$ cat src/include/dgc_params.svh
// Offsets, field positions, reset values and constants of the DMA global control
`ifndef DGC_PARAMS_SVH
`define DGC_PARAMS_SVH

`define DGC_OFF_OPCTL     12'h000
`define DGC_OFF_CHEN      12'h004
`define DGC_OFF_TEND      12'h008
`define DGC_OFF_SRC       12'h00c
`define DGC_OFF_MODE      12'h010
`define DGC_OFF_STAT      12'h014

`define DGC_OPCTL_RESET   32'h0000_0000
`define DGC_OPCTL_WMASK   32'h0000_c307
`define DGC_BIT_ODM       15
`define DGC_BIT_EIGHT     14
`define DGC_BIT_PRHI      9
`define DGC_BIT_PRLO      8
`define DGC_BIT_AE        2
`define DGC_BIT_NMI_SEEN_FLAG      1
`define DGC_BIT_DME       0

`define DGC_WORD_SZ_HI    63
`define DGC_WORD_SZ_LO    61
`define DGC_WORD_TAG_HI   59
`define DGC_WORD_TAG_LO   58
`define DGC_WORD_KIND_HI  57
`define DGC_WORD_KIND_LO  56
`define DGC_WORD_NIB_HI   55
`define DGC_WORD_NIB_LO   52

`define DGC_SZ_UPPER      3'h5
`define DGC_SZ_CLEAR_ALL  3'h6
`define DGC_KIND_CLR_ALL  2'h2
`define DGC_KIND_CLR_ONE  2'h3
`define DGC_TAG_CLEAR     2'h0
`define DGC_NIB_CH0       4'h1
`define DGC_NIB_CH7       4'h8

`define DGC_SRC_AUTO      2'h0
`define DGC_SRC_PIN       2'h1
`define DGC_SRC_PERIPH    2'h2

`define DGC_ORDER_FIXED   24'hfac688
`define DGC_ORDER_CH1LOW  24'h3f58d0
`define DGC_ORDER_CH2HIGH 24'hfac642
`define DGC_PR_RROBIN     2'h3

`endif

$ cat src/include/dgc_pkg.sv
// Types shared by the DMA global control block
package dgc_pkg;

  typedef enum logic [1:0] {
    DGC_IDLE,
    DGC_ACK,
    DGC_BUSY
  } dgc_fsm_t;

  typedef struct packed {
    logic [31:0] prdata;
    logic        pready;
    logic        pslverr;
    logic        odm;
    logic        eight;
    logic [1:0]  pr;
    logic        ae;
    logic        nmi_seen_flag;
    logic        master_enable;
    logic        ae_armed;
    logic        nmi_seen_flag_armed;
    logic [7:0]  de;
    logic [7:0]  te;
    logic [7:0]  dual;
    logic [7:0]  burst;
    logic [15:0] src;
    logic [7:0]  pend;
    dgc_fsm_t    st;
    logic [2:0]  cur;
    logic [2:0]  last;
    logic        grant;
    logic        ack_n;
    logic [1:0]  tag_out;
    logic        bus_free_n;
    logic [2:0]  nmi_sync;
    logic        nmi_lvl;
    logic        nmi_prev;
    logic [2:0]  rq0_sync;
    logic        rq0_lvl_n;
    logic [2:0]  rq1_sync;
    logic        rq1_lvl_n;
  } dgc_regs_t;

endpackage

$ cat src/design/dgc_top.sv
// DMA global control, channel enabling, arbitration and on-demand requests
//
// Added by the designer: the placing of the registers and the APB register port.
`timescale 1ns/1ps
`include "dgc_params.svh"

// What this block does
// - Operation register clears to zero on reset and holds otherwise.
// - Unused operation bits read zero; software writes zero there.
// - Bit 15 selects on-demand mode driven by external request words.
// - Bit 14 picks four or eight on-demand channels; four rejects 4-7.
// - Eight channels: tag picks 0-3, or 4-7 when size code is 101.
// - Request word fields: size, direction, tag, kind, count, address.
// - Address error sets bit 2, stops all; clear by 0 after reading 1.
// - NMI sets bit 1 always, stops all; clear by 0 after reading 1.
// - Bit 0 master enable; channel runs only with both enables set.
// - Transfer withheld while end flag, no enable, NMI or error flag.
// - Normal mode runs eight channels; pins request only channels 0, 1.
// - Transfers start when enabled, by priority, stop at transfer end.
// - Requests auto, pin or peripheral; single/dual, burst/cycle steal.
// - Four on-demand channels: channel told on the two tag outputs.
// - Eight channels: third bit on bus-free pin with acknowledge.
// - Bus-free pin means available unless acknowledge is asserted in eight-channel mode.
// - Tag 00, kind 10, size 110 clears queues 1-7 and channel 0 flag.
// - Eight channels, kind 11: nibble 1-8 clears one queue; four prohibits.
// - End flag set when count completes, not on early stop.
module dgc_top (
  input  wire logic        pclk,
  input  wire logic        presetn,
  input  wire logic        psel,
  input  wire logic        penable,
  input  wire logic        pwrite,
  input  wire logic [11:0] paddr,
  input  wire logic [31:0] pwdata,
  output logic      [31:0] prdata,
  output logic             pready,
  output logic             pslverr,
  input  wire logic        nmi_in,
  input  wire logic        address_error_in,
  input  wire logic        external_request_in_n,
  input  wire logic        external_request_ch1_n,
  input  wire logic [7:0]  periph_request,
  input  wire logic        request_word_valid,
  input  wire logic [63:0] request_word,
  input  wire logic        unit_done,
  input  wire logic [7:0]  count_done,
  input  wire logic        data_bus_ready,
  output logic             grant_valid,
  output logic      [2:0]  grant_channel,
  output logic             grant_dual,
  output logic             grant_burst,
  output logic             transfer_acknowledge_n,
  output logic      [1:0]  channel_tag,
  output logic             bus_free_indicator_n,
  output logic             address_error_irq
);

  dgc_pkg::dgc_regs_t r_reg;
  dgc_pkg::dgc_regs_t r_next;

  // Highest priority first: returns {found, channel}
  function automatic logic [3:0] dgc_pick(
    input logic [7:0] req,
    input logic [1:0] pr,
    input logic [2:0] last
  );
    logic [3:0]  res;
    logic [23:0] ord;
    logic [2:0]  ch;
    res = 4'h0;
    case (pr)
      2'h0:    ord = `DGC_ORDER_FIXED;
      2'h1:    ord = `DGC_ORDER_CH1LOW;
      2'h2:    ord = `DGC_ORDER_CH2HIGH;
      default: ord = `DGC_ORDER_FIXED;
    endcase
    for (int k = 7; k >= 0; k--)
    begin
      if (pr == `DGC_PR_RROBIN)
        ch = 3'(last + 3'(k) + 3'h1);
      else
        ch = ord[3*k +: 3];
      if (req[ch])
        res = {1'b1, ch};
    end
    return res;
  endfunction

  function automatic logic dgc_mapped(input logic [11:0] a);
    return a == `DGC_OFF_OPCTL || a == `DGC_OFF_CHEN ||
           a == `DGC_OFF_TEND || a == `DGC_OFF_SRC ||
           a == `DGC_OFF_MODE || a == `DGC_OFF_STAT;
  endfunction

  logic [7:0] chan_ok;
  logic [7:0] chan_req;
  logic [3:0] pick;
  logic [2:0] word_ch;
  logic [1:0] word_tag;
  logic [1:0] word_kind;
  logic [2:0] word_sz;
  logic [3:0] word_nib;
  logic [7:0] clr_q;
  logic [7:0] set_q;
  logic       wr_en;
  logic       rd_en;
  logic [31:0] opctl_view;

  assign word_sz   = request_word[`DGC_WORD_SZ_HI:`DGC_WORD_SZ_LO];
  assign word_tag  = request_word[`DGC_WORD_TAG_HI:`DGC_WORD_TAG_LO];
  assign word_kind = request_word[`DGC_WORD_KIND_HI:`DGC_WORD_KIND_LO];
  assign word_nib  = request_word[`DGC_WORD_NIB_HI:`DGC_WORD_NIB_LO];
  assign wr_en = psel && penable && r_reg.pready && pwrite;
  assign rd_en = psel && penable && r_reg.pready && !pwrite;

  assign opctl_view = {16'h0000, r_reg.odm, r_reg.eight, 4'h0, r_reg.pr,
                       5'h00, r_reg.ae, r_reg.nmi_seen_flag, r_reg.master_enable};

  // Channel selection from a request word
  always_comb
  begin
    word_ch = {1'b0, word_tag};
    if (r_reg.eight && word_sz == `DGC_SZ_UPPER)
      word_ch = {1'b1, word_tag};
  end

  // Queue clear and set decoded from request words
  always_comb
  begin
    clr_q = 8'h00;
    set_q = 8'h00;
    if (request_word_valid && r_reg.odm)
    begin
      if (word_tag == `DGC_TAG_CLEAR && word_kind == `DGC_KIND_CLR_ALL &&
          word_sz == `DGC_SZ_CLEAR_ALL)
        clr_q = 8'hff;
      else if (word_tag == `DGC_TAG_CLEAR &&
               word_kind == `DGC_KIND_CLR_ONE)
      begin
        if (r_reg.eight && word_nib >= `DGC_NIB_CH0 &&
            word_nib <= `DGC_NIB_CH7)
          clr_q[3'(word_nib - 4'h1)] = 1'b1;
      end
      else
        set_q[word_ch] = 1'b1;
    end
  end

  // Enable conditions and request sources per channel
  genvar gi;
  generate
    for (gi = 0; gi < 8; gi++)
    begin : g_chan
      logic pin_req;
      assign chan_ok[gi] = r_reg.master_enable && r_reg.de[gi] && !r_reg.te[gi] &&
                           !r_reg.nmi_seen_flag && !r_reg.ae;
      if (gi == 0)
        assign pin_req = !r_reg.rq0_lvl_n;
      else if (gi == 1)
        assign pin_req = !r_reg.rq1_lvl_n;
      else
        assign pin_req = 1'b0;
      always_comb
      begin
        if (r_reg.odm)
          chan_req[gi] = chan_ok[gi] && r_reg.pend[gi] &&
                         (gi < 4 || r_reg.eight);
        else
        begin
          case (r_reg.src[2*gi +: 2])
            `DGC_SRC_AUTO:   chan_req[gi] = chan_ok[gi];
            `DGC_SRC_PIN:    chan_req[gi] = chan_ok[gi] && pin_req;
            `DGC_SRC_PERIPH: chan_req[gi] = chan_ok[gi] &&
                                            periph_request[gi];
            default:         chan_req[gi] = 1'b0;
          endcase
        end
      end
    end
  endgenerate

  assign pick = dgc_pick(chan_req, r_reg.pr, r_reg.last);

  always_comb
  begin
    r_next = r_reg;
    // Pin synchronisers: a change counts when stages two and three agree
    r_next.nmi_sync = {r_reg.nmi_sync[1:0], nmi_in};
    r_next.rq0_sync = {r_reg.rq0_sync[1:0], external_request_in_n};
    r_next.rq1_sync = {r_reg.rq1_sync[1:0], external_request_ch1_n};
    if (r_reg.nmi_sync[2] == r_reg.nmi_sync[1])
      r_next.nmi_lvl = r_reg.nmi_sync[2];
    if (r_reg.rq0_sync[2] == r_reg.rq0_sync[1])
      r_next.rq0_lvl_n = r_reg.rq0_sync[2];
    if (r_reg.rq1_sync[2] == r_reg.rq1_sync[1])
      r_next.rq1_lvl_n = r_reg.rq1_sync[2];
    r_next.nmi_prev = r_reg.nmi_lvl;

    // APB: answer in the access phase that follows each setup phase
    r_next.pready  = psel && !penable;
    r_next.pslverr = psel && !penable && !dgc_mapped(paddr);
    if (psel && !penable)
    begin
      case (paddr)
        `DGC_OFF_OPCTL: r_next.prdata = opctl_view;
        `DGC_OFF_CHEN:  r_next.prdata = {24'h0, r_reg.de};
        `DGC_OFF_TEND:  r_next.prdata = {24'h0, r_reg.te};
        `DGC_OFF_SRC:   r_next.prdata = {16'h0, r_reg.src};
        `DGC_OFF_MODE:  r_next.prdata = {16'h0, r_reg.burst, r_reg.dual};
        `DGC_OFF_STAT:  r_next.prdata = {20'h0, r_reg.cur, r_reg.grant,
                                         r_reg.pend};
        default:        r_next.prdata = 32'h0000_0000;
      endcase
    end

    if (rd_en && paddr == `DGC_OFF_OPCTL)
    begin
      if (r_reg.ae)
        r_next.ae_armed = 1'b1;
      if (r_reg.nmi_seen_flag)
        r_next.nmi_seen_flag_armed = 1'b1;
    end

    if (wr_en)
    begin
      case (paddr)
        `DGC_OFF_OPCTL:
        begin
          r_next.odm   = pwdata[`DGC_BIT_ODM];
          r_next.eight = pwdata[`DGC_BIT_EIGHT];
          r_next.pr    = {pwdata[`DGC_BIT_PRHI], pwdata[`DGC_BIT_PRLO]};
          r_next.master_enable   = pwdata[`DGC_BIT_DME];
          if (!pwdata[`DGC_BIT_AE] && r_reg.ae_armed)
          begin
            r_next.ae       = 1'b0;
            r_next.ae_armed = 1'b0;
          end
          if (!pwdata[`DGC_BIT_NMI_SEEN_FLAG] && r_reg.nmi_seen_flag_armed)
          begin
            r_next.nmi_seen_flag       = 1'b0;
            r_next.nmi_seen_flag_armed = 1'b0;
          end
        end
        `DGC_OFF_CHEN: r_next.de  = pwdata[7:0];
        `DGC_OFF_TEND: r_next.te  = r_reg.te & ~pwdata[7:0];
        `DGC_OFF_SRC:  r_next.src = pwdata[15:0];
        `DGC_OFF_MODE:
        begin
          r_next.dual  = pwdata[7:0];
          r_next.burst = pwdata[15:8];
        end
        default: ;
      endcase
    end

    // Queues: a new request beats a clear in the same cycle
    r_next.pend = (r_reg.pend & ~clr_q) | set_q;

    // Flags set by hardware win over a software clear
    if (r_reg.nmi_lvl && !r_reg.nmi_prev)
      r_next.nmi_seen_flag = 1'b1;
    if (address_error_in && r_reg.grant)
      r_next.ae = 1'b1;

    r_next.ack_n = 1'b1;
    case (r_reg.st)
      dgc_pkg::DGC_IDLE:
      begin
        r_next.grant = 1'b0;
        if (pick[3])
        begin
          r_next.cur  = pick[2:0];
          r_next.last = pick[2:0];
          if (r_reg.odm)
          begin
            r_next.pend[pick[2:0]] = set_q[pick[2:0]];
            r_next.st      = dgc_pkg::DGC_ACK;
            r_next.ack_n   = 1'b0;
            r_next.tag_out = pick[1:0];
          end
          else
          begin
            r_next.st    = dgc_pkg::DGC_BUSY;
            r_next.grant = 1'b1;
          end
        end
      end
      dgc_pkg::DGC_ACK:
      begin
        r_next.st    = dgc_pkg::DGC_BUSY;
        r_next.grant = chan_ok[r_reg.cur];
        if (!chan_ok[r_reg.cur])
          r_next.st = dgc_pkg::DGC_IDLE;
      end
      dgc_pkg::DGC_BUSY:
      begin
        if (!chan_ok[r_reg.cur] ||
            (address_error_in && r_reg.grant) ||
            (r_reg.nmi_lvl && !r_reg.nmi_prev))
        begin
          r_next.st    = dgc_pkg::DGC_IDLE;
          r_next.grant = 1'b0;
        end
        else if (unit_done)
        begin
          if (count_done[r_reg.cur])
          begin
            r_next.te[r_reg.cur] = 1'b1;
            r_next.st    = dgc_pkg::DGC_IDLE;
            r_next.grant = 1'b0;
          end
          else if (!(r_reg.burst[r_reg.cur] && chan_req[r_reg.cur]))
          begin
            r_next.st    = dgc_pkg::DGC_IDLE;
            r_next.grant = 1'b0;
          end
        end
      end
      default:
      begin
        r_next.st    = dgc_pkg::DGC_IDLE;
        r_next.grant = 1'b0;
      end
    endcase

    // Bus-free pin doubles as third channel bit under acknowledge in eight-channel mode
    if (!r_next.ack_n && r_reg.eight)
      r_next.bus_free_n = !r_next.cur[2];
    else
      r_next.bus_free_n = !data_bus_ready;
  end

  always_ff @(posedge pclk or negedge presetn)
  begin
    if (!presetn)
    begin
      r_reg            <= '0;
      r_reg.st         <= dgc_pkg::DGC_IDLE;
      r_reg.ack_n      <= 1'b1;
      r_reg.bus_free_n <= 1'b1;
      r_reg.nmi_sync   <= 3'h0;
      r_reg.rq0_sync   <= 3'h7;
      r_reg.rq0_lvl_n  <= 1'b1;
      r_reg.rq1_sync   <= 3'h7;
      r_reg.rq1_lvl_n  <= 1'b1;
    end
    else
      r_reg <= r_next;
  end

  assign prdata                 = r_reg.prdata;
  assign pready                 = r_reg.pready;
  assign pslverr                = r_reg.pslverr;
  assign grant_valid            = r_reg.grant;
  assign grant_channel          = r_reg.cur;
  assign grant_dual             = r_reg.dual[r_reg.cur];
  assign grant_burst            = r_reg.burst[r_reg.cur];
  assign transfer_acknowledge_n = r_reg.ack_n;
  assign channel_tag            = r_reg.tag_out;
  assign bus_free_indicator_n   = r_reg.bus_free_n;
  assign address_error_irq      = r_reg.ae;
endmodule

$ cat config.mk
export PLATFORM = sky130hd
export DESIGN_NAME = dgc_top
export DESIGN_NICKNAME = d
export VERILOG_FILES = /design/src/include/dgc_pkg.sv /design/src/design/dgc_top.sv
export VERILOG_INCLUDE_DIRS = /design/src /design/src/include
export SDC_FILE = /design/constraint.sdc
export NUM_CORES = 1
export LEC_CHECK = 0
export ABC_AREA = 1
export ABC_CLOCK_PERIOD_IN_PS = 4300
export BUFFER_PORTS_ARGS = -buffer_cell sky130_fd_sc_hd__buf_4
export CORE_MARGIN = 4
export CORE_UTILIZATION = 54
export DETAILED_ROUTE_END_ITERATION = 10
export PLACE_DENSITY = 0.88
export SLEW_MARGIN = 20
export SYNTH_ARGS = -nofsm -noshare
export SYNTH_HDL_FRONTEND = slang
export SYNTH_SLANG_ARGS = --single-unit
$ cat constraint.sdc
create_clock -name pclk -period 4.3 [get_ports pclk]
set_clock_uncertainty 0.2 [all_clocks]
set_input_delay 0.645 -clock pclk [delete_from_list [all_inputs] [get_ports pclk]]
set_output_delay 0.645 -clock pclk [all_outputs]
set_load 0.03 [all_outputs]
==> out/summary.md <==
* result of the run: finished clean
* clk buf depth: 2
* first-iteration detailed-routing DRC count: 821
* Final Hold Fails: 0
* area occupied by multi-input gates: 3510 sq um
* setup TNS after final layout: 0 ns
* fraction of post-synthesis cell area in the top cell type by area: 34.2%
* cell area after placement: 7760 sq um
* buffering stage count on the worst path with inverters included: 3
* Worst Path Class, Setup: flop to flop
* Initial DRT Pass Iterations: 5
* number of enable flip-flop cells after synthesis: 0
* Post-Synthesis Cell Area: 7100 sq um
* remaining routing DRC violations: 0
* worst hold slack across all endpoints: 0.134 ns
* Largest delay share family, worst path: simple AND/OR/NAND/NOR gates
* fraction of final layout cells sized beyond drive strength 1: 16.9%
* crit-path max FO: 12
* Max Fclk: 276 MHz
* fillers: 1,193
* Core Region: 12,800 sq um
* clock period minus worst slack: 3.63 ns
* worst min path class: input pin to async pin
* nature of the critical path startpoint: flop
* worst slack at placement: 0.761 ns
* Setup crit start: opctl_view[9]$_DFFE_PN0P_
* vias per inst: 5.58
* CP Data Arrival Time: 3.67 ns
* number of levels in the clock H-tree: 3
* endpoint kind of the worst setup timing path: flop
* Resized Gates After CTS: 0
* all-layer global routing usage: 28.7%
* Detailed Route WL: 20.6 mm
* final worst setup slack: 0.672 ns
* antenna violations before repair: 0
* row count: 41
* Port-buffer cells: 95
* Crit path largest cell delay: 0.49 ns
* main area contributors after synthesis: sky130_fd_sc_hd__dfrtp_1, sky130_fd_sc_hd__nand2_1, sky130_fd_sc_hd__o21ai_0
* CTS Root Cell: sky130_fd_sc_hd__clkbuf_16
* Sink Count: 107
* met2 wirelength from detailed routing: 8.91 mm
* number of distinct library cells after synthesis: 50
* average detailed-routed wire length per instance: 16.4 um
* Syn. warnings: 0
* slew at the pin with the worst max-slew slack: 0.982 ns
* final slew viol count: 0
* register area share after synthesis: 37.9%
* max-cap violations: 0
* Period Utilization, post-route: 84.4%
* Pwr per Cell Area: 252 nW/um^2
* unrepaired setup endpoints after global routing: false
* post-route met1 wirelength: 8.68 mm
* register bit total from synthesis: 107
* die outline width: 123 um
* P_leak: 3.93 nW
* final HPWL from detailed placement: 15.9 mm
* highest metal layer with signal wires: met4
* Pwr Total: 2.03 mW
* number of clock buffers inserted by TritonCTS: 9
* hold-fix buffers at CTS: 0
* most used cell along the critical path: sky130_fd_sc_hd__nand2_1
* FF+latch area: 2690 sq um
* startpoint of the worst register-to-register path: opctl_view[9]$_DFFE_PN0P_
* nets@finish: 1,232
* number of nets still failing antenna checks after routing: 0
* Largest register FFs: 68
* Die Outline Area: 15,100 sq um
* Synth-to-Final Area Change: 13.5%
* Max VDD drop: 220 uV
* number of antenna repair diodes: 0
* mean instance size in the synthesized netlist: 7.03 sq um
* total number of vias: 7,015
* post-route design area: 8070 sq um
* GRT overflow: 0
* slowest CP cell: sky130_fd_sc_hd__ha_1
* crit-path cells: ha_1 -> nor2_4 -> a21oi_4 -> inv_2 -> nand3_1 -> nand2_1 -> o21bai_1 -> inv_1 -> nand2_1 -> nand2_1 -> nor2_1 -> nand3_1 -> nand2_1 -> nand2_1 -> nand2_1 -> nand2_1 -> nand2_2 -> nand2_2 -> nand2_2 -> inv_2 -> nand3_2 -> nand2_2 -> o21ai_1 -> nand2_1
* I/O pin count: 181
* final setup violation count: 0
* Die Y: 123 um
* dominant synthesized flop cell: sky130_fd_sc_hd__dfrtp_1
* vias in the first global route: 6,573
* TritonCTS clock tree: built
* Worst EP required: 4.35 ns
* maximum number of pins on one net before global-route repair: 62
* wire length of the first global-routing pass: 33.3 mm
* worst relative slew slack: 32.9%
* library cell occupying the most area in the post-synthesis netlist: sky130_fd_sc_hd__dfrtp_1
* clock transition time at the flip-flop clock pins of the worst setup and hold paths: 0.08 ns
* number of setup buffers added after CTS: 0
* initial standard-cell utilization of the core: 55.6%
* clock latency of the later-clocked register in the worst-skew pair: 0.36 ns
* routed length on met3: 2.36 mm
* Async SR Flop Fraction: 100%
* number of standard cells after synthesis: 1,011
* final weighted congestion of routability-driven global placement: 0.977
[placed cells by master (no fill, tap or decap), types with 2 or more instances in the layout]
cell	count
sky130_fd_sc_hd__a2111oi_0	2
sky130_fd_sc_hd__a211oi_1	5
sky130_fd_sc_hd__a21oi_1	34
sky130_fd_sc_hd__a221oi_1	5
sky130_fd_sc_hd__a32o_1	2
sky130_fd_sc_hd__buf_4	105
sky130_fd_sc_hd__clkbuf_16	9
sky130_fd_sc_hd__clkinv_1	2
sky130_fd_sc_hd__conb_1	16
sky130_fd_sc_hd__dfrtp_1	97
sky130_fd_sc_hd__dfstp_2	10
sky130_fd_sc_hd__ha_1	15
sky130_fd_sc_hd__inv_1	126
sky130_fd_sc_hd__inv_2	21
sky130_fd_sc_hd__inv_6	2
sky130_fd_sc_hd__inv_8	2
sky130_fd_sc_hd__maj3_1	3
sky130_fd_sc_hd__nand2_1	254
sky130_fd_sc_hd__nand2_2	8
sky130_fd_sc_hd__nand2_4	2
sky130_fd_sc_hd__nand3_1	63
sky130_fd_sc_hd__nand3_2	3
sky130_fd_sc_hd__nand4_1	6
sky130_fd_sc_hd__nor2_1	79
sky130_fd_sc_hd__nor2_2	7
sky130_fd_sc_hd__nor2_4	3
sky130_fd_sc_hd__nor3_1	11
sky130_fd_sc_hd__nor3_4	2
sky130_fd_sc_hd__nor4_1	7
sky130_fd_sc_hd__o211ai_1	4
sky130_fd_sc_hd__o21ai_0	121
sky130_fd_sc_hd__o21ai_1	19
sky130_fd_sc_hd__o22a_1	2
sky130_fd_sc_hd__o22ai_1	16
sky130_fd_sc_hd__o31ai_1	4
sky130_fd_sc_hd__or2_2	2
[per-layer routing]
metal,up-vias,GRT usage (%)
met5,-,0
met4,0,11.4
met3,55,7.33
met2,376,42.9
met1,3207,39.8
li1,3377,-
[cell usage after synthesis (all sizes together), types with 3 or more instances]
master / number
o22ai: 16
o21ai: 141
a21oi: 36
nor3: 13
inv: 147
nand4: 6
clkbuf: 18
ha: 15
dfrtp: 97
dfstp: 10
a221oi: 5
maj3: 3
o31ai: 4
a211oi: 5
o211ai: 4
nor4: 8
nor2: 89
buf: 43
nand2: 264
nand3: 67
[report_power, final]
part | total, mW | switching, mW | internal (mW)
sequential | 1.03 | 0.00653 | 1.02
clock | 0.848 | 0.420 | 0.428
combinational | 0.160 | 0.101 | 0.0593
total | 2.03 | 0.527 | 1.51
[stage by stage]
stage,instances,utilization (%)
after floorplan,1026,-
after global placement,1242,60.8
after detailed placement,1242,60.8
after CTS,1258,63.1
after global routing,1258,63.1
final,1258,63.1
[path summary, 6_finish.rpt]
path	to	slack [ns]	cells past startpoint
setup / recovery	r_reg[26]$_DFF_PN0_	0.67	24
hold / removal	r_next[11]$_DFF_PN0_	0.13	1
setup reg to reg	r_reg[26]$_DFF_PN0_	0.67	24
hold reg to reg	r_next[12]$_DFF_PN0_	0.15	0
max in group asynchronous	transfer_acknowledge_n$_DFF_PN1_	2.90	2
min in group pclk	r_next[12]$_DFF_PN0_	0.15	0
[kinds of logic after synthesis]
logic type	count (synthesis)	share of synthesized area, %
simple gates	449	27.5
other cells	1	0.0528
xor+xnor	1	0.123
buf+inv	210	13.5
fa+ha+maj	18	3.06
flops	107	37.9
compound gates	225	17.8
[cell type report]
cell class                 instances  share of cell area, %
multi-input combinational        709                   43.5
tap                              172                   2.67
timing repair buffer             105                   9.77
clock inverter                     6                  0.807
sequential                       107                   33.4
inverter                         149                   6.93
clock buffer                      10                   2.96
Note: power is estimated with default switching activity, not from simulation.
